==> config.mk <==
export PLATFORM = sky130hd
export DESIGN_NAME = cmo_core_mem
export DESIGN_NICKNAME = d
export VERILOG_FILES = /design/src/shared/cmo_pkg.sv /design/src/rtl/cmo_core_mem.sv
export SDC_FILE = /design/constraint.sdc
export NUM_CORES = 1
export LEC_CHECK = 0
export BUFFER_PORTS_ARGS = -buffer_cell sky130_fd_sc_hd__buf_2
export CAP_MARGIN = 40
export CORE_ASPECT_RATIO = 1.25
export CORE_MARGIN = 5
export CORE_UTILIZATION = 59
export CTS_CLUSTER_SIZE = 25
export DETAILED_ROUTE_END_ITERATION = 8
export GPL_TIMING_DRIVEN = 0
export PLACE_DENSITY = 0.84
export SLEW_MARGIN = 20
export SYNTH_ARGS = -nofsm -noshare
export SYNTH_HDL_FRONTEND = slang
export SYNTH_SLANG_ARGS = --single-unit
==> constraint.sdc <==
create_clock -name clk -period 8.1 [get_ports clk]
set_input_delay 2.43 -clock clk [delete_from_list [all_inputs] [get_ports clk]]
set_output_delay 2.43 -clock clk [all_outputs]
set_load 0.1 [all_outputs]
==> src/shared/cmo_pkg.sv <==
// Package for the core memory organisation block: core register offsets,
// flag positions, address widths, stack depth and vector addresses.
// Assumes a single core clock; every user writes cmo_pkg::name in full.
package cmo_pkg;
    localparam int unsigned PC_W        = 15;
    localparam int unsigned STACK_DEPTH = 16;
    localparam int unsigned SP_W        = 5;
    localparam int unsigned PWORD_W     = 14;
    localparam int unsigned DADDR_W     = 12;
    localparam int unsigned BANK_W      = 5;
    localparam int unsigned OFS_W       = 7;
    localparam int unsigned BANKS       = 32;

    localparam logic [PC_W-1:0] RESET_VECTOR = 15'h0000;
    localparam logic [PC_W-1:0] IRQ_VECTOR   = 15'h0004;
    localparam logic [PC_W-1:0] PFM_MASK     = 15'h0fff;
    localparam logic [PC_W-1:0] HE_FIRST     = 15'h0f80;
    localparam logic [PC_W-1:0] HE_LAST      = 15'h0fff;

    // Core register offsets and special, general and common area starts inside every bank.
    localparam logic [OFS_W-1:0] OFS_IND0  = 7'h00;
    localparam logic [OFS_W-1:0] OFS_IND1  = 7'h01;
    localparam logic [OFS_W-1:0] OFS_PCL   = 7'h02;
    localparam logic [OFS_W-1:0] OFS_FLAGS = 7'h03;
    localparam logic [OFS_W-1:0] OFS_P0L   = 7'h04;
    localparam logic [OFS_W-1:0] OFS_P0H   = 7'h05;
    localparam logic [OFS_W-1:0] OFS_P1L   = 7'h06;
    localparam logic [OFS_W-1:0] OFS_P1H   = 7'h07;
    localparam logic [OFS_W-1:0] OFS_BSEL  = 7'h08;
    localparam logic [OFS_W-1:0] OFS_ACC   = 7'h09;
    localparam logic [OFS_W-1:0] OFS_PCLH  = 7'h0a;
    localparam logic [OFS_W-1:0] OFS_INTC  = 7'h0b;
    localparam logic [OFS_W-1:0] OFS_SFR   = 7'h0c;
    localparam logic [OFS_W-1:0] OFS_GPR   = 7'h20;
    localparam logic [OFS_W-1:0] OFS_COMMON = 7'h70;

    // Flag positions of the arithmetic flags register, and the pointer high-byte bit that selects program memory.
    localparam int unsigned F_C  = 0;
    localparam int unsigned F_DC = 1;
    localparam int unsigned F_Z  = 2;
    localparam int unsigned F_PD = 3;
    localparam int unsigned F_TO = 4;
    localparam int unsigned PTR_PFM_BIT = 7;

    localparam logic [7:0] FLAGS_RESET = 8'h18;
    localparam logic [7:0] BYTE_RESET  = 8'h00;
endpackage : cmo_pkg

==> src/rtl/cmo_core_mem.sv <==
// Core memory organisation: return stack, program counter vectors, banked
// data address decode, core registers, indirect pointers and flag masking.
// Assumes the execution pipeline drives one-cycle strobes on clk and that
// data RAM, peripheral registers and program flash sit outside.
`timescale 1ns/100ps
// Behaviour
// - Return stack: sixteen entries, fifteen bits each.
// - Over/underflow sets flag; optional software reset.
// - Two 16-bit pointers cover data and program.
// - Program-space indirect read adds one cycle.
// - Program counter fifteen bits wide.
// - Program addresses wrap into 4096 words.
// - Reset fetches 0000h; interrupt vectors 0004h.
// - High endurance only low byte, 0F80h-0FFFh.
// - Pointer high bit 7 selects program memory.
// - Indirect load takes program word's low byte.
// - Indirect writes never change program memory.
// - Thirty-two banks of 128 bytes.
// - Bank: core, special, general, common areas.
// - Direct access uses last written bank select.
// - Unimplemented data locations read as zero.
// - Twelve-bit address: five bank, seven offset.
// - Core registers mirrored at offsets 00h-0Bh.
// - Flag destination writes, except clears, lose to computed flags.
// - Watchdog and sleep flags ignore writes.
// - Clearing flags register zeroes top, sets zero.
// - Carry flags are active-low borrows on subtract.
// - Shadow copies on interrupt, restored on return.
// - Nibble carry from fourth low result bit.
// - Carry from the most significant result bit.
module cmo_core_mem (
    input  wire logic        clk,
    input  wire logic        rst_n,
    input  wire logic        stack_reset_en,
    input  wire logic        call_push,
    input  wire logic        ret_pop,
    input  wire logic        irq_entry,
    input  wire logic        irq_return,
    input  wire logic        pc_load,
    input  wire logic [14:0] pc_load_value,
    input  wire logic        pc_step,
    input  wire logic        wdt_timeout,
    input  wire logic        sleep_exec,
    input  wire logic        wdt_clear,
    input  wire logic        file_rd,
    input  wire logic        file_wr,
    input  wire logic        file_indirect,
    input  wire logic        file_ptr_sel,
    input  wire logic [6:0]  file_offset,
    input  wire logic [7:0]  file_wdata,
    input  wire logic        file_clear,
    input  wire logic        alu_flags_valid,
    input  wire logic        alu_is_sub,
    input  wire logic        alu_sets_carry,
    input  wire logic [7:0]  alu_a,
    input  wire logic [7:0]  alu_b,
    input  wire logic [7:0]  ext_rdata,
    input  wire logic [13:0] pfm_rdata,
    input  wire logic        pfm_rvalid,
    output logic [14:0]      pc_out,
    output logic [14:0]      pfm_addr,
    output logic             pfm_rd,
    output logic             pfm_high_endurance,
    output logic [11:0]      data_addr,
    output logic             data_rd,
    output logic             data_wr,
    output logic [7:0]       data_wdata,
    output logic [7:0]       file_rdata,
    output logic             file_rdata_valid,
    output logic             stall,
    output logic             stack_overflow_flag,
    output logic             stack_underflow_flag,
    output logic             soft_reset,
    output logic [7:0]       arith_flags,
    output logic [7:0]       accumulator,
    output logic [4:0]       bank_select
);
    typedef enum logic [1:0] {
        CMO_IDLE  = 2'b00,
        CMO_FETCH = 2'b01
    } cmo_ind_t;

    logic [1:0]  rst_sync_q;
    logic        rst_i_n;
    logic [14:0] stack_q [cmo_pkg::STACK_DEPTH];
    logic [4:0]  sp_q;
    logic [14:0] pc_q;
    logic [7:0]  program_counter_high_latch_q, interrupt_control_q;
    logic [15:0] ptr_q [2];
    logic [7:0]  flags_sh_q, acc_sh_q, bsel_sh_q, program_counter_high_latch_sh_q;
    logic [15:0] ptr_sh_q [2];
    cmo_ind_t    ind_q;
    logic        push_full, pop_empty;
    logic [8:0]  sum9;
    logic [4:0]  sum5;
    logic [15:0] cur_ptr;
    logic        ind_pfm;
    logic        core_hit;
    logic [11:0] dir_addr;

    // Reset releases through two flops so the core leaves reset on a clean edge.
    always_ff @(posedge clk or negedge rst_n) begin
        if (!rst_n) begin
            rst_sync_q <= 2'b00;
        end else begin
            rst_sync_q <= {rst_sync_q[0], 1'b1};
        end
    end
    assign rst_i_n = rst_sync_q[1];

    // Decode that both the read path and the write path need.
    function automatic logic is_core(input logic [6:0] ofs);
        is_core = (ofs <= cmo_pkg::OFS_INTC);
    endfunction : is_core

    // Interrupt entry and return move the stack as well, so they can trip the flags too.
    assign push_full = (call_push || irq_entry) && (sp_q == 5'(cmo_pkg::STACK_DEPTH));
    assign pop_empty = (ret_pop || irq_return) && (sp_q == 5'h00);
    assign cur_ptr   = ptr_q[file_ptr_sel];
    assign ind_pfm   = cur_ptr[8 + cmo_pkg::PTR_PFM_BIT];
    assign core_hit  = is_core(file_offset);
    assign dir_addr  = {bank_select, file_offset};

    // Return stack; the return address is the fetch address of the next word.
    always_ff @(posedge clk or negedge rst_i_n) begin
        if (!rst_i_n) begin
            sp_q <= 5'h00;
        end else if ((call_push || irq_entry) && !push_full
                     && sp_q != 5'(cmo_pkg::STACK_DEPTH)) begin
            stack_q[sp_q[3:0]] <= pc_q;
            sp_q <= sp_q + 5'h01;
        end else if ((ret_pop || irq_return) && sp_q != 5'h00) begin
            sp_q <= sp_q - 5'h01;
        end
    end

    // Flags are sticky until reset; overflow/underflow may also force reset.
    always_ff @(posedge clk or negedge rst_i_n) begin
        if (!rst_i_n) begin
            stack_overflow_flag  <= 1'b0;
            stack_underflow_flag <= 1'b0;
            soft_reset           <= 1'b0;
        end else begin
            if (push_full) stack_overflow_flag <= 1'b1;
            if (pop_empty) stack_underflow_flag <= 1'b1;
            soft_reset <= stack_reset_en && (push_full || pop_empty);
        end
    end

    // Program counter with wrap into the implemented 4K words.
    always_ff @(posedge clk or negedge rst_i_n) begin
        if (!rst_i_n) begin
            pc_q <= cmo_pkg::RESET_VECTOR;
        end else if (irq_entry) begin
            pc_q <= cmo_pkg::IRQ_VECTOR;
        end else if ((ret_pop || irq_return) && sp_q != 5'h00) begin
            pc_q <= stack_q[sp_q[3:0] - 4'h1] & cmo_pkg::PFM_MASK;
        end else if (pc_load) begin
            pc_q <= pc_load_value & cmo_pkg::PFM_MASK;
        end else if (pc_step && !stall) begin
            pc_q <= (pc_q + 15'h0001) & cmo_pkg::PFM_MASK;
        end
    end
    assign pc_out = pc_q;

    // Indirect program reads take one extra cycle for the flash fetch.
    always_ff @(posedge clk or negedge rst_i_n) begin
        if (!rst_i_n) begin
            ind_q <= CMO_IDLE;
        end else begin
            unique case (ind_q)
                CMO_IDLE:  if (file_rd && file_indirect && ind_pfm) ind_q <= CMO_FETCH;
                CMO_FETCH: ind_q <= CMO_IDLE;
            endcase
        end
    end

    // Flash address strobe and endurance marker, registered like all outputs.
    always_ff @(posedge clk or negedge rst_i_n) begin
        if (!rst_i_n) begin
            pfm_addr           <= 15'h0000;
            pfm_rd             <= 1'b0;
            pfm_high_endurance <= 1'b0;
            stall              <= 1'b0;
        end else begin
            pfm_rd <= ind_q == CMO_IDLE && file_rd && file_indirect && ind_pfm;
            stall  <= ind_q == CMO_IDLE && file_rd && file_indirect && ind_pfm;
            pfm_addr <= cur_ptr[14:0] & cmo_pkg::PFM_MASK;
            // Only the low byte of these words is rated for heavy rewriting.
            pfm_high_endurance <= (cur_ptr[14:0] & cmo_pkg::PFM_MASK) >= cmo_pkg::HE_FIRST
                                  && (cur_ptr[14:0] & cmo_pkg::PFM_MASK) <= cmo_pkg::HE_LAST;
        end
    end

    // Data-side strobes; core offsets never leave the block.
    always_ff @(posedge clk or negedge rst_i_n) begin
        if (!rst_i_n) begin
            data_addr  <= 12'h000;
            data_rd    <= 1'b0;
            data_wr    <= 1'b0;
            data_wdata <= 8'h00;
        end else begin
            data_addr  <= file_indirect ? cur_ptr[11:0] : dir_addr;
            data_rd    <= file_rd && !(file_indirect ? (ind_pfm || is_core(cur_ptr[6:0]))
                                                     : core_hit);
            // Program-space targets drop the write entirely.
            data_wr    <= file_wr && !(file_indirect ? (ind_pfm || is_core(cur_ptr[6:0]))
                                                     : core_hit);
            data_wdata <= file_clear ? 8'h00 : file_wdata;
        end
    end

    // Read return; external data outside core registers, flash low byte.
    always_ff @(posedge clk or negedge rst_i_n) begin
        if (!rst_i_n) begin
            file_rdata       <= 8'h00;
            file_rdata_valid <= 1'b0;
        end else begin
            file_rdata_valid <= (ind_q == CMO_FETCH && pfm_rvalid)
                                || (file_rd && !(file_indirect && ind_pfm));
            if (ind_q == CMO_FETCH) begin
                file_rdata <= pfm_rdata[7:0];
            end else if (file_rd && core_hit && !file_indirect) begin
                unique case (file_offset)
                    cmo_pkg::OFS_PCL:   file_rdata <= pc_q[7:0];
                    cmo_pkg::OFS_FLAGS: file_rdata <= arith_flags;
                    cmo_pkg::OFS_P0L:   file_rdata <= ptr_q[0][7:0];
                    cmo_pkg::OFS_P0H:   file_rdata <= ptr_q[0][15:8];
                    cmo_pkg::OFS_P1L:   file_rdata <= ptr_q[1][7:0];
                    cmo_pkg::OFS_P1H:   file_rdata <= ptr_q[1][15:8];
                    cmo_pkg::OFS_BSEL:  file_rdata <= {3'h0, bank_select};
                    cmo_pkg::OFS_ACC:   file_rdata <= accumulator;
                    cmo_pkg::OFS_PCLH:  file_rdata <= program_counter_high_latch_q;
                    cmo_pkg::OFS_INTC:  file_rdata <= interrupt_control_q;
                    default:            file_rdata <= 8'h00;
                endcase
            end else if (file_rd) begin
                file_rdata <= ext_rdata;    // Outside logic returns zero for holes.
            end
        end
    end

    // Adder for flag computation; subtraction adds the two's complement.
    assign sum9 = {1'b0, alu_a} + (alu_is_sub ? {1'b0, ~alu_b} + 9'h001
                                              : {1'b0, alu_b});
    assign sum5 = {1'b0, alu_a[3:0]} + (alu_is_sub ? {1'b0, ~alu_b[3:0]} + 5'h01
                                                   : {1'b0, alu_b[3:0]});

    // Arithmetic flags; computed values beat data writes but lose to a clear, TO/PD are read-only.
    always_ff @(posedge clk or negedge rst_i_n) begin
        if (!rst_i_n) begin
            arith_flags <= cmo_pkg::FLAGS_RESET;
        end else begin
            if (irq_return) begin
                arith_flags <= flags_sh_q;
            end else if (file_wr && !file_indirect && file_offset == cmo_pkg::OFS_FLAGS) begin
                if (file_clear) begin
                    arith_flags[7:5] <= 3'h0;
                    arith_flags[cmo_pkg::F_Z] <= 1'b1;
                end else if (!alu_flags_valid) begin
                    arith_flags[cmo_pkg::F_C]  <= file_wdata[cmo_pkg::F_C];
                    arith_flags[cmo_pkg::F_DC] <= file_wdata[cmo_pkg::F_DC];
                    arith_flags[cmo_pkg::F_Z]  <= file_wdata[cmo_pkg::F_Z];
                end
            end
            if (alu_flags_valid && !irq_return && !file_clear) begin
                arith_flags[cmo_pkg::F_Z] <= sum9[7:0] == 8'h00;
                if (alu_sets_carry) begin
                    arith_flags[cmo_pkg::F_DC] <= sum5[4];
                    arith_flags[cmo_pkg::F_C]  <= sum9[8];
                end
            end
            // Status events from the watchdog and sleep logic only.
            if (wdt_clear) begin
                arith_flags[cmo_pkg::F_TO] <= 1'b1;
                arith_flags[cmo_pkg::F_PD] <= 1'b1;
            end else if (wdt_timeout) begin
                arith_flags[cmo_pkg::F_TO] <= 1'b0;
            end else if (sleep_exec) begin
                arith_flags[cmo_pkg::F_PD] <= 1'b0;
            end
        end
    end

    // Core register writes through direct access at mirrored offsets.
    always_ff @(posedge clk or negedge rst_i_n) begin
        if (!rst_i_n) begin
            accumulator <= cmo_pkg::BYTE_RESET;
            bank_select <= 5'h00;
            program_counter_high_latch_q    <= cmo_pkg::BYTE_RESET;
            interrupt_control_q    <= cmo_pkg::BYTE_RESET;
            ptr_q[0]    <= 16'h0000;
            ptr_q[1]    <= 16'h0000;
        end else if (irq_return) begin
            accumulator <= acc_sh_q;
            bank_select <= bsel_sh_q[4:0];
            program_counter_high_latch_q    <= program_counter_high_latch_sh_q;
            ptr_q[0]    <= ptr_sh_q[0];
            ptr_q[1]    <= ptr_sh_q[1];
        end else if (file_wr && !file_indirect && core_hit) begin
            unique case (file_offset)
                cmo_pkg::OFS_P0L:  ptr_q[0][7:0]  <= file_clear ? 8'h00 : file_wdata;
                cmo_pkg::OFS_P0H:  ptr_q[0][15:8] <= file_clear ? 8'h00 : file_wdata;
                cmo_pkg::OFS_P1L:  ptr_q[1][7:0]  <= file_clear ? 8'h00 : file_wdata;
                cmo_pkg::OFS_P1H:  ptr_q[1][15:8] <= file_clear ? 8'h00 : file_wdata;
                cmo_pkg::OFS_BSEL: bank_select    <= file_clear ? 5'h00 : file_wdata[4:0];
                cmo_pkg::OFS_ACC:  accumulator    <= file_clear ? 8'h00 : file_wdata;
                cmo_pkg::OFS_PCLH: program_counter_high_latch_q       <= file_clear ? 8'h00 : file_wdata;
                cmo_pkg::OFS_INTC: interrupt_control_q       <= file_clear ? 8'h00 : file_wdata;
                default: ;
            endcase
        end else if (ind_q == CMO_FETCH && pfm_rvalid) begin
            accumulator <= pfm_rdata[7:0];
        end
    end

    // Shadow copies taken on interrupt entry.
    always_ff @(posedge clk or negedge rst_i_n) begin
        if (!rst_i_n) begin
            flags_sh_q  <= cmo_pkg::FLAGS_RESET;
            acc_sh_q    <= cmo_pkg::BYTE_RESET;
            bsel_sh_q   <= cmo_pkg::BYTE_RESET;
            program_counter_high_latch_sh_q <= cmo_pkg::BYTE_RESET;
            ptr_sh_q[0] <= 16'h0000;
            ptr_sh_q[1] <= 16'h0000;
        end else if (irq_entry) begin
            flags_sh_q  <= arith_flags;
            acc_sh_q    <= accumulator;
            bsel_sh_q   <= {3'h0, bank_select};
            program_counter_high_latch_sh_q <= program_counter_high_latch_q;
            ptr_sh_q[0] <= ptr_q[0];
            ptr_sh_q[1] <= ptr_q[1];
        end
    end

    chk_ovf_sets : assert property (@(posedge clk) disable iff (!rst_i_n)
        push_full |=> stack_overflow_flag) else $error("overflow flag not set");
    chk_unf_sets : assert property (@(posedge clk) disable iff (!rst_i_n)
        pop_empty |=> stack_underflow_flag) else $error("underflow flag not set");
    chk_sreset_gate : assert property (@(posedge clk) disable iff (!rst_i_n)
        soft_reset |-> $past(stack_reset_en)) else $error("soft reset without enable");
    chk_sp_bound : assert property (@(posedge clk) disable iff (!rst_i_n)
        sp_q <= 5'd16) else $error("stack pointer past depth");
    chk_irq_vector : assert property (@(posedge clk) disable iff (!rst_i_n)
        irq_entry |=> pc_q == cmo_pkg::IRQ_VECTOR) else $error("bad interrupt vector");
    chk_pc_wrap : assert property (@(posedge clk) disable iff (!rst_i_n)
        pc_q[14:12] == 3'h0) else $error("program counter outside 4K");
    chk_ind_stall : assert property (@(posedge clk) disable iff (!rst_i_n)
        (ind_q == CMO_IDLE && file_rd && file_indirect && ind_pfm) |=> stall ##1 !stall)
        else $error("program read stall not one cycle");
    chk_pfm_nowr : assert property (@(posedge clk) disable iff (!rst_i_n)
        (file_wr && file_indirect && ind_pfm) |=> !data_wr) else $error("write hit program");
    chk_to_ro : assert property (@(posedge clk) disable iff (!rst_i_n)
        (!wdt_clear && !wdt_timeout && !irq_return) |=> $stable(arith_flags[cmo_pkg::F_TO]))
        else $error("watchdog flag written");
    chk_bank_wr : assert property (@(posedge clk) disable iff (!rst_i_n)
        (file_wr && !file_indirect && file_offset == cmo_pkg::OFS_BSEL && !file_clear
         && !irq_return) |=> bank_select == $past(file_wdata[4:0]))
        else $error("bank select not written");
    // A cleared flags register must still show the zero flag, whatever was written.
    chk_clear_flags : assert property (@(posedge clk) disable iff (!rst_i_n)
        (file_wr && !file_indirect && file_offset == cmo_pkg::OFS_FLAGS && file_clear
         && !irq_return) |=> arith_flags[7:5] == 3'h0 && arith_flags[cmo_pkg::F_Z])
        else $error("clear of flags register wrong");
    chk_pfm_byte : assert property (@(posedge clk) disable iff (!rst_i_n)
        (ind_q == CMO_FETCH && pfm_rvalid) |=> file_rdata == $past(pfm_rdata[7:0]))
        else $error("program byte not returned");
    cov_overflow : cover property (@(posedge clk) disable iff (!rst_i_n) push_full);
    cov_underflow : cover property (@(posedge clk) disable iff (!rst_i_n) pop_empty);
    cov_pfm_read : cover property (@(posedge clk) disable iff (!rst_i_n) ind_q == CMO_FETCH);
    cov_irq_round : cover property (@(posedge clk) disable iff (!rst_i_n)
        irq_entry ##[1:20] irq_return);
endmodule : cmo_core_mem

* Yosys cells after proc, flatten, opt, wreduce, memory -nomap -nowiden
Memories as Yosys holds them, arrays and structs flattened.
Index checks and enable logic that the tools add are counted.
** Storage, ports and cells
- Output and inout port bits :: 88
- Memory bits (writable) :: 240
- Flip-flop bits (word level) :: 202
- Memories :: 1
- Bits of input ports :: 89
** Memory list
- stack_q :: words 16, width 15, read ports 1, clocked after Yosys merged registers in 0, wr ports 1, line cmo_core_mem.sv:85 : logic [14:0] stack_q [cmo_pkg::STACK_DEPTH];
** Cells by class
- Bitwise logic cells :: 4
- Mux-type cells :: 54
- Equality and inequality tests :: 16
- $lt $le $gt $ge :: 5
- $add $sub $neg :: 8
- Reduce and logical (&&, ||, !) cells :: 67
** Operator list (number)
- $mux W8 :: 15
- $pmux W8 S10 :: 1
- $mux W32 :: 2
- $mux W15 :: 4
- $mux W16 :: 3
- $mux W5 :: 7
- $eq A7 B3 Y1 const B :: 4
- $eq A7 B4 Y1 const B :: 4
- $logic_and A1 B1 Y1 :: 26
- $mux W3 :: 7
- $reduce_bool A2 Y1 :: 10
- $reduce_and A2 Y1 :: 9
- $eq A7 B2 Y1 const B :: 2
- $le A7 B4 Y1 const B :: 2
- $add A12 B1 Y12 const B :: 1
- $ge A12 B12 Y1 const B :: 1
- $le A12 B12 Y1 const B :: 1
- $mux W12 :: 1
- $reduce_bool A3 Y1 :: 4
- $mux W2 :: 5
- $add A8 B1 Y9 const B :: 1
- $add A8 B9 Y9 :: 1
- $mux W9 :: 1
- $logic_not A8 Y1 :: 1
- other kinds (25) :: 41

* Longest topological paths before layout
Gate-level depths: netlist of the first run.
- Depth in word-level cells :: 9
- Mapped depth :: 13
- Mapped depth without buffers :: 12

* Worst setup path before layout of the first run
Ideal clock, no wire load.
- Path type :: register to register
- Start point :: register rst_sync_q[1]
- End point :: memory stack_q[0][0], enable pin
- Cell stages (with the launch flop) :: 3
- Data required time :: 7.703 ns
- Data arrival time :: 6.438 ns
- Library setup time :: 0.397 ns
- Period minus slack after synthesis :: 6.835 ns
- Slack :: 1.265 ns
- Cell sequence :: dfrtp_1 > nand3_1 > nor3_1
** On the way
- Word-level cells in the longest chain between the ends :: 2
** RTL lines
- from (decl) :: line cmo_core_mem.sv:83 : logic [1:0] rst_sync_q;
- from (signal assigned) :: line cmo_core_mem.sv:106 : rst_sync_q <= {rst_sync_q[0], 1'b1};
- $logic_and A1 B1 Y1 (implied by the code) :: line cmo_core_mem.sv:130 : stack_q[sp_q[3:0]] <= pc_q;
- $mux W1 (implied by the code) :: line cmo_core_mem.sv:130
- to (decl) :: line cmo_core_mem.sv:85
No other way between the ends.

* Worst setup path in the final report of the first run
- Start point :: register pc_q[1] (netlist: pc_out[1])
- End point :: output pc_out[1]
** RTL lines
- from (decl) :: line cmo_core_mem.sv:87 : logic [14:0] pc_q;
- from (signal assigned) :: line cmo_core_mem.sv:153 : pc_q <= cmo_pkg::RESET_VECTOR;
- from (signal assigned) :: line cmo_core_mem.sv:155 : pc_q <= cmo_pkg::IRQ_VECTOR;
- from (signal assigned) :: line cmo_core_mem.sv:157 : pc_q <= stack_q[sp_q[3:0] - 4'h1] & cmo_pkg::PFM_MASK;
- to (decl) :: line cmo_core_mem.sv:60 : output logic [14:0] pc_out,
No word-level cell between the ends.

==> flow_metrics.tcl, run 1 <==
set metrics [dict create \
    run_status "complete, no violations" \
    grt_antenna_before_repair 3 \
    final_nets 1565 \
    ys_dominant_reg_cell "sky130_fd_sc_hd__dfrtp_1" \
    global_route.usage.met1 0.361 \
    crit_start "pc_out[1]$_DFFE_PN0P_" \
    setup-violations-final 0 \
    grt_start_max_net_pins 60 \
    post-route-drc-count 0 \
    drt_iter0_drc 1105 \
    utilization 0.695 \
    die_area_mm2 0.0331 \
    numClockSinks 390 \
    final.setup.worst_slack_ps 3660 \
    post_cts.resized_instances 0 \
    yosys.cell_types.count 66 \
    crit_chain "buf_2" \
    detail_route.vias_per_cell 6.21 \
    cts_inserted_buffers 38 \
    power.static_leakage_uw 0.00836 \
    timing.slew.headroom 0.427 \
    top_level_ports 177 \
    reg_to_reg_end "pc_out[7]$_DFFE_PN0P_" \
    cts.hold.buffers_added 0 \
    reg2reg_setup_slack_ps 3660 \
    seq_area_frac_synth 0.616 \
    vdd_drop_max_mv 0.228 \
    period_needed_ps 4440 \
    cts-root-buf "sky130_fd_sc_hd__clkbuf_16" \
    timing.hold.ws_ps 268 \
    layoutNonFillerInstCount 1881 \
    final_replace_weighted_congestion 0.915 \
    critPathLaunchType "flop" \
    port_buffers 155 \
    place_worst_setup_slack_ps 3280 \
    detail_route.wl_per_cell_um 25.2 \
    postSynthRegisterBits 390 \
    required_ps 5670 \
    path_class_of_the_lowest_slack_min_delay_path "reg -> async" \
    htree_num_levels 2 \
    top_usage_layer "met2" \
    share_of_cells_above_drive_strength_1 0.304 \
    critical_path_arrival_ps 2010 \
    final-hold-violation-count 0 \
    number_of_enable_flip_flop_cells_after_synthesis 192 \
    timing.setup.critical_path_class "reg -> out" \
    grt.met3_usage 0.0559 \
    syn_to_final_growth_pct 16.3 \
    slew_viol_final 0 \
    global_route_wire_length_before_repair_um 72200 \
    timing.critical_path.slowest_stage_cell "sky130_fd_sc_hd__dfrtp_1" \
    die_boundary_height_um 202 \
    die-width_um 164 \
    worst_pin_slew_ps 860 \
    yosys_warnings 0 \
    clock_insertion_delay_worst_skew_ps 530 \
    groute.layer.met2.usage 0.485 \
    worst_skew_ps 15.7 \
    timing.critical_path.fanout_max 22 \
    ff2ff_path_depth 12 \
    numPlacedInstances 1803 \
    clkTransAtPathRegs_ps 60 \
    synth_instances 1240 \
    initial_standard_cell_utilization_of_the_core 0.597 \
    max-clock-path-buffers 3 \
    final.period_utilization 0.548 \
    vias_in_the_first_global_route 12100 \
    core_region_area_mm2 0.0292 \
    timing.critical_path.to_type "output pin" \
    r2r-start "sp_q[0]$_DFFE_PN0P_" \
    globalRoute.totalOverflow 0 \
    synthesis.area_mm2 0.0174 \
    gr-usage-all-layers 0.290 \
    post_cts_buffers 0 \
    power.density_cell_area_mw_per_mm2 314 \
    drt-total-wl_um 47500 \
    placement_rows 70 \
    count_of_buffer_and_inverter_cells_on_the_critical_path 1 \
    route.antenna.remaining_nets 0 \
    highest_clock_rate_ghz 0.225 \
    worst_path_dominant_cell_family "flip-flops" \
    drt_pre_antenna_iters 8 \
    rsz0062_at_grt "false" \
    crit_path_max_incr_delay_ps 900 \
    post-dp-hpwl_um 33000 \
    tritoncts "yes" \
    synth_area_per_cell_um2 14.0 \
    async_flop_share 0.508 \
    num_vias 11700 \
    max_cap_viols 0 \
]
## cell usage after synthesis, types with 4 or more instances
library cell               number  area, um^2
sky130_fd_sc_hd__nand2b_1      10        62.6
sky130_fd_sc_hd__dfstp_2        4         105
sky130_fd_sc_hd__and3_1         4        25.0
sky130_fd_sc_hd__or4_1          5        37.5
sky130_fd_sc_hd__buf_4          7        52.6
sky130_fd_sc_hd__o21ai_0       68         340
sky130_fd_sc_hd__a21o_1         5        37.5
sky130_fd_sc_hd__mux4_2        52        1170
sky130_fd_sc_hd__mux2i_1       93         931
sky130_fd_sc_hd__o31ai_1        5        37.5
sky130_fd_sc_hd__dfrtp_1      194        4850
sky130_fd_sc_hd__edfxtp_1     192        5770
sky130_fd_sc_hd__xnor2_1       18         158
sky130_fd_sc_hd__a21oi_1       48         240
sky130_fd_sc_hd__nand3_1       20         100
sky130_fd_sc_hd__ha_1          18         225
sky130_fd_sc_hd__o21ai_1       10        50.1
sky130_fd_sc_hd__a22o_1         6        52.6
sky130_fd_sc_hd__or3_1          4        25.0
sky130_fd_sc_hd__xor2_1        11        96.3
sky130_fd_sc_hd__nand2_1      101         379
sky130_fd_sc_hd__o22ai_1       17         106
sky130_fd_sc_hd__buf_2         11        55.1
sky130_fd_sc_hd__nor2b_1       15        93.8
sky130_fd_sc_hd__o211ai_1       5        37.5
sky130_fd_sc_hd__a221o_1        4        40.0
sky130_fd_sc_hd__mux2_2       110        1240
sky130_fd_sc_hd__nor2_1        60         225
sky130_fd_sc_hd__inv_1         16        60.1
sky130_fd_sc_hd__clkbuf_1      56         210
sky130_fd_sc_hd__nor3_1        12        60.1
## worst max path at each step
stage	endpoint	slack, ps	cells after the start
2_1_floorplan	stack_q[0][0]$_DFFE_PP_	1260	2
3_3_place_gp	stack_q[0][0]$_DFFE_PP_	-1380	2
3_5_place_dp	file_rdata[3]$_DFFE_PN0P_	3280	7
4_1_cts	pc_out[0]	3580	1
5_1_grt	pc_out[7]$_DFFE_PN0P_	3360	12
6_report	pc_out[1]	3660	1
## per-layer routing
layer  up-vias  share of wire
li1       5034              -
met1      5897           0.36
met2       598           0.50
met3       152          0.081
met4         4          0.060
met5         -        0.00067
## state kept, by name, indices dropped and copies added, names as in the netlist, 2 cells and up
name                             flops
pc_out                              12
interrupt_control_q                  8
acc_sh_q                             8
data_wdata                           8
program_counter_high_latch_sh_q      8
rst_sync_q                           2
program_counter_high_latch_q         8
accumulator                          8
sp_q                                 5
ptr_q                               32
file_rdata                           8
ptr_sh_q                            32
pfm_addr                            12
stack_q                            192
flags_sh_q                           8
arith_flags                          8
bsel_sh_q                            5
data_addr                           12
bank_select                          5
## cell families (layout without fill, tap and decap cells)
kind of cell / Yosys count / in the layout / synth area share
mux: 256 / 256 / 0.192
simple gates: 251 / 251 / 0.0702
xor+xnor: 29 / 29 / 0.0146
other cells: 2 / 8 / 0.000431
compound gates: 195 / 195 / 0.0666
fa+ha+maj: 20 / 20 / 0.0152
buf+inv: 97 / 336 / 0.0245
flops: 390 / 390 / 0.616
## layout by cell type, fill, tap and decap left out, types with 48 or more instances in the layout
cell type	n
sky130_fd_sc_hd__mux2i_1	93
sky130_fd_sc_hd__a21oi_1	48
sky130_fd_sc_hd__o21ai_0	68
sky130_fd_sc_hd__mux2_2	110
sky130_fd_sc_hd__mux4_2	52
sky130_fd_sc_hd__nor2_1	48
sky130_fd_sc_hd__buf_2	167
sky130_fd_sc_hd__edfxtp_1	192
sky130_fd_sc_hd__nand2_1	101
sky130_fd_sc_hd__dfrtp_1	193
sky130_fd_sc_hd__clkbuf_1	59
## stage by stage
stage | cell area (um^2) | total power (uW) | setup TNS, ps
5_1_grt | 20300 | 6600 | 0
3_5_place_dp | 18900 | 4540 | 0
4_1_cts | 20200 | 6350 | 0
2_1_floorplan | 17400 | 3930 | 0
6_report | 20300 | 6360 | 0
3_3_place_gp | 18700 | 4450 | -168440
## power by group
part / internal (uW) / switching, uW / total [uW]
Clock: 1050 / 751 / 1810
Combinational: 747 / 1290 / 2040
Sequential: 2330 / 186 / 2520
## area by class of cell
cell class,instances,area (um^2)
Inverter,17,63.8
Sequential cell,390,10700
Clock inverter,25,269
Clock buffer,43,1000
Timing Repair Buffer,171,1000
Multi-Input combinational cell,758,6330
Fill cell,1944,8910
Tap cell,396,495
Antenna cell,1,2.50
Buffer,80,363
Power figures use the tool's default switching activity.
==> run 2, diff against run 1 <==
- ABC_AREA: not set -> 1
- clock period: 8.1 -> 4.54 ns (I/O delays scaled with it)
==> flow_metrics.tcl, run 2 <==
set metrics [dict create \
    power.internal_uw 7600 \
    crit_path_max_incr_delay_ps 430 \
    globalRoute.totalOverflow 0 \
    combPwrFrac 0.377 \
    critical_path_arrival_ps 3860 \
    numPlacedInstances 2473 \
    synthesis.area_mm2 0.0179 \
    die-width_um 166 \
    timing.setup.critical_path_class "reg -> reg" \
    top_usage_layer "met2" \
    synth_area_per_cell_um2 9.41 \
    final_nets 2226 \
    required_ps 4930 \
    synthDominantAreaCellType "sky130_fd_sc_hd__edfxtp_1" \
    timing.hold.ws_ps 355 \
    clkTransAtPathRegs_ps 60 \
    max_cap_viols 0 \
    yosys_warnings 0 \
    postSynthRegisterBits 390 \
    number_of_enable_flip_flop_cells_after_synthesis 192 \
    path_class_of_the_lowest_slack_min_delay_path "reg -> reg" \
    cts_inserted_buffers 38 \
    post_cts.resized_instances 0 \
    cts-root-buf "sky130_fd_sc_hd__clkbuf_16" \
    power.static_leakage_uw 0.00927 \
    final-hold-violation-count 0 \
    top_level_ports 177 \
    tritoncts "yes" \
    largest_reg_flops 192 \
    period_needed_ps 3480 \
    htree_num_levels 2 \
    port_buffers 159 \
    groute.layer.met2.usage 0.558 \
    cts.hold.buffers_added 0 \
    synth_most_common_cell "sky130_fd_sc_hd__nand2_1" \
    share_of_cells_above_drive_strength_1 0.167 \
    rsz0062_at_grt "false" \
    synth_instances 1900 \
    slew_viol_final 0 \
    place_worst_setup_slack_ps 841 \
    seq_power_share 0.376 \
    async_flop_share 0.508 \
    global_route_wire_length_before_repair_um 85800 \
    yosys-top-cells-count "567 x sky130_fd_sc_hd__nand2_1, 262 x sky130_fd_sc_hd__nand3_1, 194 x sky130_fd_sc_hd__dfrtp_1, 192 x sky130_fd_sc_hd__edfxtp_1, 132 x sky130_fd_sc_hd__inv_1" \
    placement_rows 71 \
    grt_start_max_net_pins 54 \
    crit_chain "buf_2 -> inv_2 -> buf_4 -> buf_4 -> ha_1 -> buf_2 -> inv_2 -> clkbuf_1 -> nand3_1 -> nand3_1 -> nand3_1 -> a21oi_1 -> nor3_1" \
    route.antenna.remaining_nets 0 \
    seq_area_frac_synth 0.600 \
    p_clk_frac 0.246 \
    worst_skew_ps 19.8 \
    detail_route.wl_per_cell_um 22.3 \
    layout_commonest_cell "sky130_fd_sc_hd__nand2_1" \
    total_power_uw 13300 \
    run_status "complete, no violations" \
    numClockSinks 390 \
    ys_dominant_reg_cell "sky130_fd_sc_hd__dfrtp_1" \
    vias_in_the_first_global_route 15400 \
    post-dp-hpwl_um 39600 \
    worst_pin_slew_ps 895 \
    synth_largest_type_area_fraction 0.323 \
    post-route-drc-count 0 \
    drt_iter0_drc 1968 \
    gr-usage-all-layers 0.326 \
    initial_standard_cell_utilization_of_the_core 0.595 \
    global_route.usage.met1 0.386 \
    final.setup.worst_slack_ps 1060 \
    detail_route.vias_per_cell 6.00 \
    vdd_drop_max_mv 0.417 \
    layoutNonFillerInstCount 2546 \
    netlist_top_cells_area "sky130_fd_sc_hd__edfxtp_1 32%, sky130_fd_sc_hd__dfrtp_1 27%, sky130_fd_sc_hd__nand2_1 12%" \
    setup-violations-final 0 \
    timing.critical_path.to_type "flop" \
    yosys.cell_types.count 49 \
    final_replace_weighted_congestion 0.995 \
    post_cts_buffers 0 \
    die_area_mm2 0.0339 \
    drt-total-wl_um 56700 \
    grt.met3_usage 0.0525 \
    syn_to_final_growth_pct 15.9 \
    timing.slew.headroom 0.402 \
    timing.critical_path.fanout_max 12 \
    antennaDiodeCount 0 \
    drt_pre_antenna_iters 6 \
    highest_clock_rate_ghz 0.288 \
    num_vias 15300 \
    max-clock-path-buffers 3 \
    grt_antenna_before_repair 0 \
    net-switching-power_uw 5740 \
    clock_insertion_delay_worst_skew_ps 540 \
    die_boundary_height_um 205 \
    final.period_utilization 0.766 \
    power.share.switching 0.430 \
    core_region_area_mm2 0.0300 \
    critPathLaunchType "flop" \
    timing.critical_path.slowest_stage_cell "sky130_fd_sc_hd__clkbuf_1" \
    power.density_cell_area_mw_per_mm2 644 \
    most-common-layout-cells "567 x sky130_fd_sc_hd__nand2_1, 262 x sky130_fd_sc_hd__nand3_1, 193 x sky130_fd_sc_hd__dfrtp_1" \
    crit_top_cell "sky130_fd_sc_hd__nand3_1" \
]
## run 2: area by class of cell
type	count	area, um^2
buffer	89	439
multi-input combinational	1281	6220
timing repair buffer	172	991
clock inverter	12	143
fill	2254	9310
tap	401	502
clock buffer	56	1150
sequential	390	10700
inverter	145	544
## run 2: power by group through the flow
stage          clock network [uW]  registers [uW]  logic (uW)
6_report                     3290            5020        5040
5_1_grt                      3450            5060        5350
4_1_cts                      3290            4990        4920
3_5_place_dp                    0            5050        4860
3_3_place_gp                    0            5040        4650
2_1_floorplan                   0            5840        2510
## run 2: worst max-delay path: cells and delay by family, from the launching register on
family                   cells  cell delay [ps]
AND/OR/NAND/NOR              4              470
flip-flops                   1              420
buffers and inverters        7             1780
AO/OA/AOI/OAI                1              320
adder cells (fa/ha/maj)      1              310
## run 2: metrics by stage
stage               utilization  TNS [ps]  instance area [um^2]
detailed placement        0.645         0                 19400
global placement          0.639   -219420                 19200
CTS                       0.688         0                 20700
floorplan                     -         0                 17900
global route              0.690         0                 20700
finish                    0.690         0                 20700
## run 2: cells by family after synthesis
logic type | after synthesis | synth area share
simple gates | 988 | 0.237
flops | 390 | 0.600
buf+inv | 234 | 0.0550
xor+xnor | 18 | 0.00966
fa+ha+maj | 20 | 0.0148
compound gates | 248 | 0.0825
other cells | 2 | 0.000420
## run 2: routing by layer
layer,up-vias,routed length (um)
met5,-,0
met4,0,4190
met3,252,5440
met2,985,27900
met1,7218,19200
li1,6818,-
## run 2: path summary, 6_finish.rpt
check	startpoint	slack, ps	cells past startpoint	end
worst max register to register	sp_q[0]$_DFFE_PN0P_	1060	13	pc_out[9]$_DFFE_PN0P_
worst min register to register	rst_sync_q[0]$_DFF_PN0_	360	0	rst_sync_q[1]$_DFF_PN0_
worst min-delay path	rst_sync_q[0]$_DFF_PN0_	360	0	rst_sync_q[1]$_DFF_PN0_
max in group asynchronous	rst_sync_q[1]$_DFF_PN0_	3090	2	ptr_sh_q[18]$_DFFE_PN0P_
min in group asynchronous	rst_sync_q[1]$_DFF_PN0_	400	0	acc_sh_q[2]$_DFFE_PN0P_
worst max-delay path	sp_q[0]$_DFFE_PN0P_	1060	13	pc_out[9]$_DFFE_PN0P_
==> run 3, diff against run 2 <==
- clock period: 4.54 -> 3.4 ns (I/O delays scaled with it)
==> flow_metrics.tcl, run 3 (synthesis gave the netlist of run 2 again) <==
set metrics [dict create \
    run_status "complete, no violations" \
    critPathLaunchType "flop" \
    net-switching-power_uw 7670 \
    drt_iter0_drc 1581 \
    final_replace_weighted_congestion 1.01 \
    route.antenna.remaining_nets 0 \
    clock_insertion_delay_worst_skew_ps 550 \
    timing.slew.headroom 0.438 \
    worst_pin_slew_ps 843 \
    numClockSinks 390 \
    drt_pre_antenna_iters 7 \
    detail_route.wl_per_cell_um 21.9 \
    initial_standard_cell_utilization_of_the_core 0.595 \
    share_of_cells_above_drive_strength_1 0.170 \
    layoutNonFillerInstCount 2549 \
    rsz0062_at_grt "false" \
    die_area_mm2 0.0339 \
    tritoncts "yes" \
    utilization 0.693 \
    post-dp-hpwl_um 39600 \
    crit_path_max_incr_delay_ps 690 \
    power.density_cell_area_mw_per_mm2 862 \
    max_cap_viols 0 \
    vias_in_the_first_global_route 15300 \
    combPwrFrac 0.375 \
    reg2reg_setup_slack_ps 120 \
    p_clk_frac 0.251 \
    placement_rows 71 \
    post-route-drc-count 0 \
    power.internal_uw 10300 \
    final.period_utilization 0.964 \
    setup-violations-final 0 \
    timing.critical_path.to_type "flop" \
    final.setup.worst_slack_ps 124 \
    power.share.switching 0.428 \
    global_route_wire_length_before_repair_um 85900 \
    crit_chain "clkbuf_4 -> inv_2 -> buf_4 -> buf_4 -> ha_1 -> inv_1 -> nor2_4 -> nand2_1 -> nand3_1 -> inv_1 -> nand2_1 -> nor2_2" \
    most-common-layout-cells "566 x sky130_fd_sc_hd__nand2_1, 262 x sky130_fd_sc_hd__nand3_1, 193 x sky130_fd_sc_hd__dfrtp_1" \
    critical_path_arrival_ps 3440 \
    fillerInstances 2244 \
    detail_route.vias_per_cell 6.00 \
    slew_viol_final 0 \
    port_buffers 159 \
    power.static_leakage_uw 0.00932 \
    htree_num_levels 2 \
    timing.setup.critical_path_class "reg -> reg" \
    top_level_ports 177 \
    ff2ff_path_depth 12 \
    cts.hold.buffers_added 0 \
    required_ps 3570 \
    cts-root-buf "sky130_fd_sc_hd__clkbuf_16" \
    place_worst_setup_slack_ps 22.7 \
    worst-path-stages 12 \
    count_of_buffer_and_inverter_cells_on_the_critical_path 6 \
    final-hold-violation-count 0 \
    seq_power_share 0.373 \
    largest_reg_flops 192 \
    period_needed_ps 3280 \
    worst_path_dominant_cell_family "simple AND/OR/NAND/NOR gates" \
    highest_clock_rate_ghz 0.305 \
    timing.critical_path.slowest_stage_cell "sky130_fd_sc_hd__nor2_2" \
    die_boundary_height_um 205 \
    vdd_drop_max_mv 0.648 \
    numPlacedInstances 2476 \
    core_region_area_mm2 0.0300 \
    cts_inserted_buffers 38 \
    layout_commonest_cell "sky130_fd_sc_hd__nand2_1" \
    globalRoute.totalOverflow 0 \
    num_vias 15300 \
    max-clock-path-buffers 3 \
    drt-total-wl_um 55900 \
    ff_latch_area_mm2 0.0107 \
    area_occupied_by_multi_input_gates_mm2 0.00623 \
    worst_skew_ps 18.9 \
    syn_to_final_growth_pct 16.5 \
    grt_start_max_net_pins 60 \
    path_class_of_the_lowest_slack_min_delay_path "in -> async" \
    die-width_um 166 \
    final_nets 2228 \
    timing.critical_path.fanout_max 12 \
    gr-usage-all-layers 0.325 \
    grt_antenna_before_repair 1 \
    clkTransAtPathRegs_ps 70 \
]
==> run 3: changes by cell type in the layout (fill, tap and decap cells not counted), sizes merged <==
cell,before,now
clkinvlp,3,2
diode,0,1
clkbuf,94,93
bufinv,3,6
clkinv,6,5
inv,145,147
==> run 3: layout make-up <==
type | instances | share of cell area
diodes | 1 | 0.000120
plain buffers | 89 | 0.0213
flip-flops and latches | 390 | 0.515
well taps | 401 | 0.0241
clock buffers | 53 | 0.0517
inverters | 145 | 0.0261
clock inverters | 15 | 0.0120
multi-input cells | 1281 | 0.299
repair buffers | 174 | 0.0503
==> run 3: timing repair <==
action / CTS / global route
buffers inserted: 0 / 0
endpoints found under the setup margin: 0 / 34
resized for setup: 0 / 6
hold endpoints to repair: 0 / 0
==> run 3: worst reg2reg max path, stage by stage (launching register included) <==
cell                       delay [ps]
sky130_fd_sc_hd__dfrtp_1          430
sky130_fd_sc_hd__clkbuf_4         270
sky130_fd_sc_hd__inv_2            150
sky130_fd_sc_hd__buf_4            210
sky130_fd_sc_hd__buf_4            210
sky130_fd_sc_hd__ha_1             210
sky130_fd_sc_hd__inv_1            120
sky130_fd_sc_hd__nor2_4            70
sky130_fd_sc_hd__nand2_1          100
sky130_fd_sc_hd__nand3_1          110
sky130_fd_sc_hd__inv_1            140
sky130_fd_sc_hd__nand2_1          180
sky130_fd_sc_hd__nor2_2           690
==> run 3: metrics by stage <==
stage               setup TNS (ps)  power [uW]  hold slack (ps)  instance area [um^2]
finish                           0       17900              259                 20800
detailed placement               0       13200              313                 19400
global route                     0       18700              249                 20800
floorplan                        0       11100              331                 17900
CTS                              0       17800              244                 20800
global placement           -179960       12900              336                 19200
==> run 3: worst paths after layout <==
kind,start,to
setup reg to reg,sp_q[0]$_DFFE_PN0P_,stack_q[2][5]$_DFFE_PP_
max in group asynchronous,rst_sync_q[1]$_DFF_PN0_,data_addr[1]$_DFF_PN0_
setup / recovery,sp_q[0]$_DFFE_PN0P_,stack_q[2][5]$_DFFE_PP_
hold / removal,rst_n,rst_sync_q[1]$_DFF_PN0_
hold reg to reg,rst_sync_q[1]$_DFF_PN0_,file_rdata[7]$_DFFE_PN0P_
min in group clk,rst_sync_q[0]$_DFF_PN0_,rst_sync_q[1]$_DFF_PN0_
==> run 3: power by group through the flow <==
stage	Clock (uW)	Combinational, uW	Sequential (uW)
floorplan	0	3350	7790
global placement	0	6170	6740
detailed placement	0	6490	6750
CTS	4530	6580	6660
global route	4720	7180	6760
finish	4510	6730	6700
==> run 3: layer usage <==
metal  GRT usage  up-vias  routed length (um)
li1            -     6825                   -
met1       0.372     7281               19200
met2       0.564      924               27700
met3      0.0712      253                5060
met4       0.190        0                3960
met5           0        -                   0
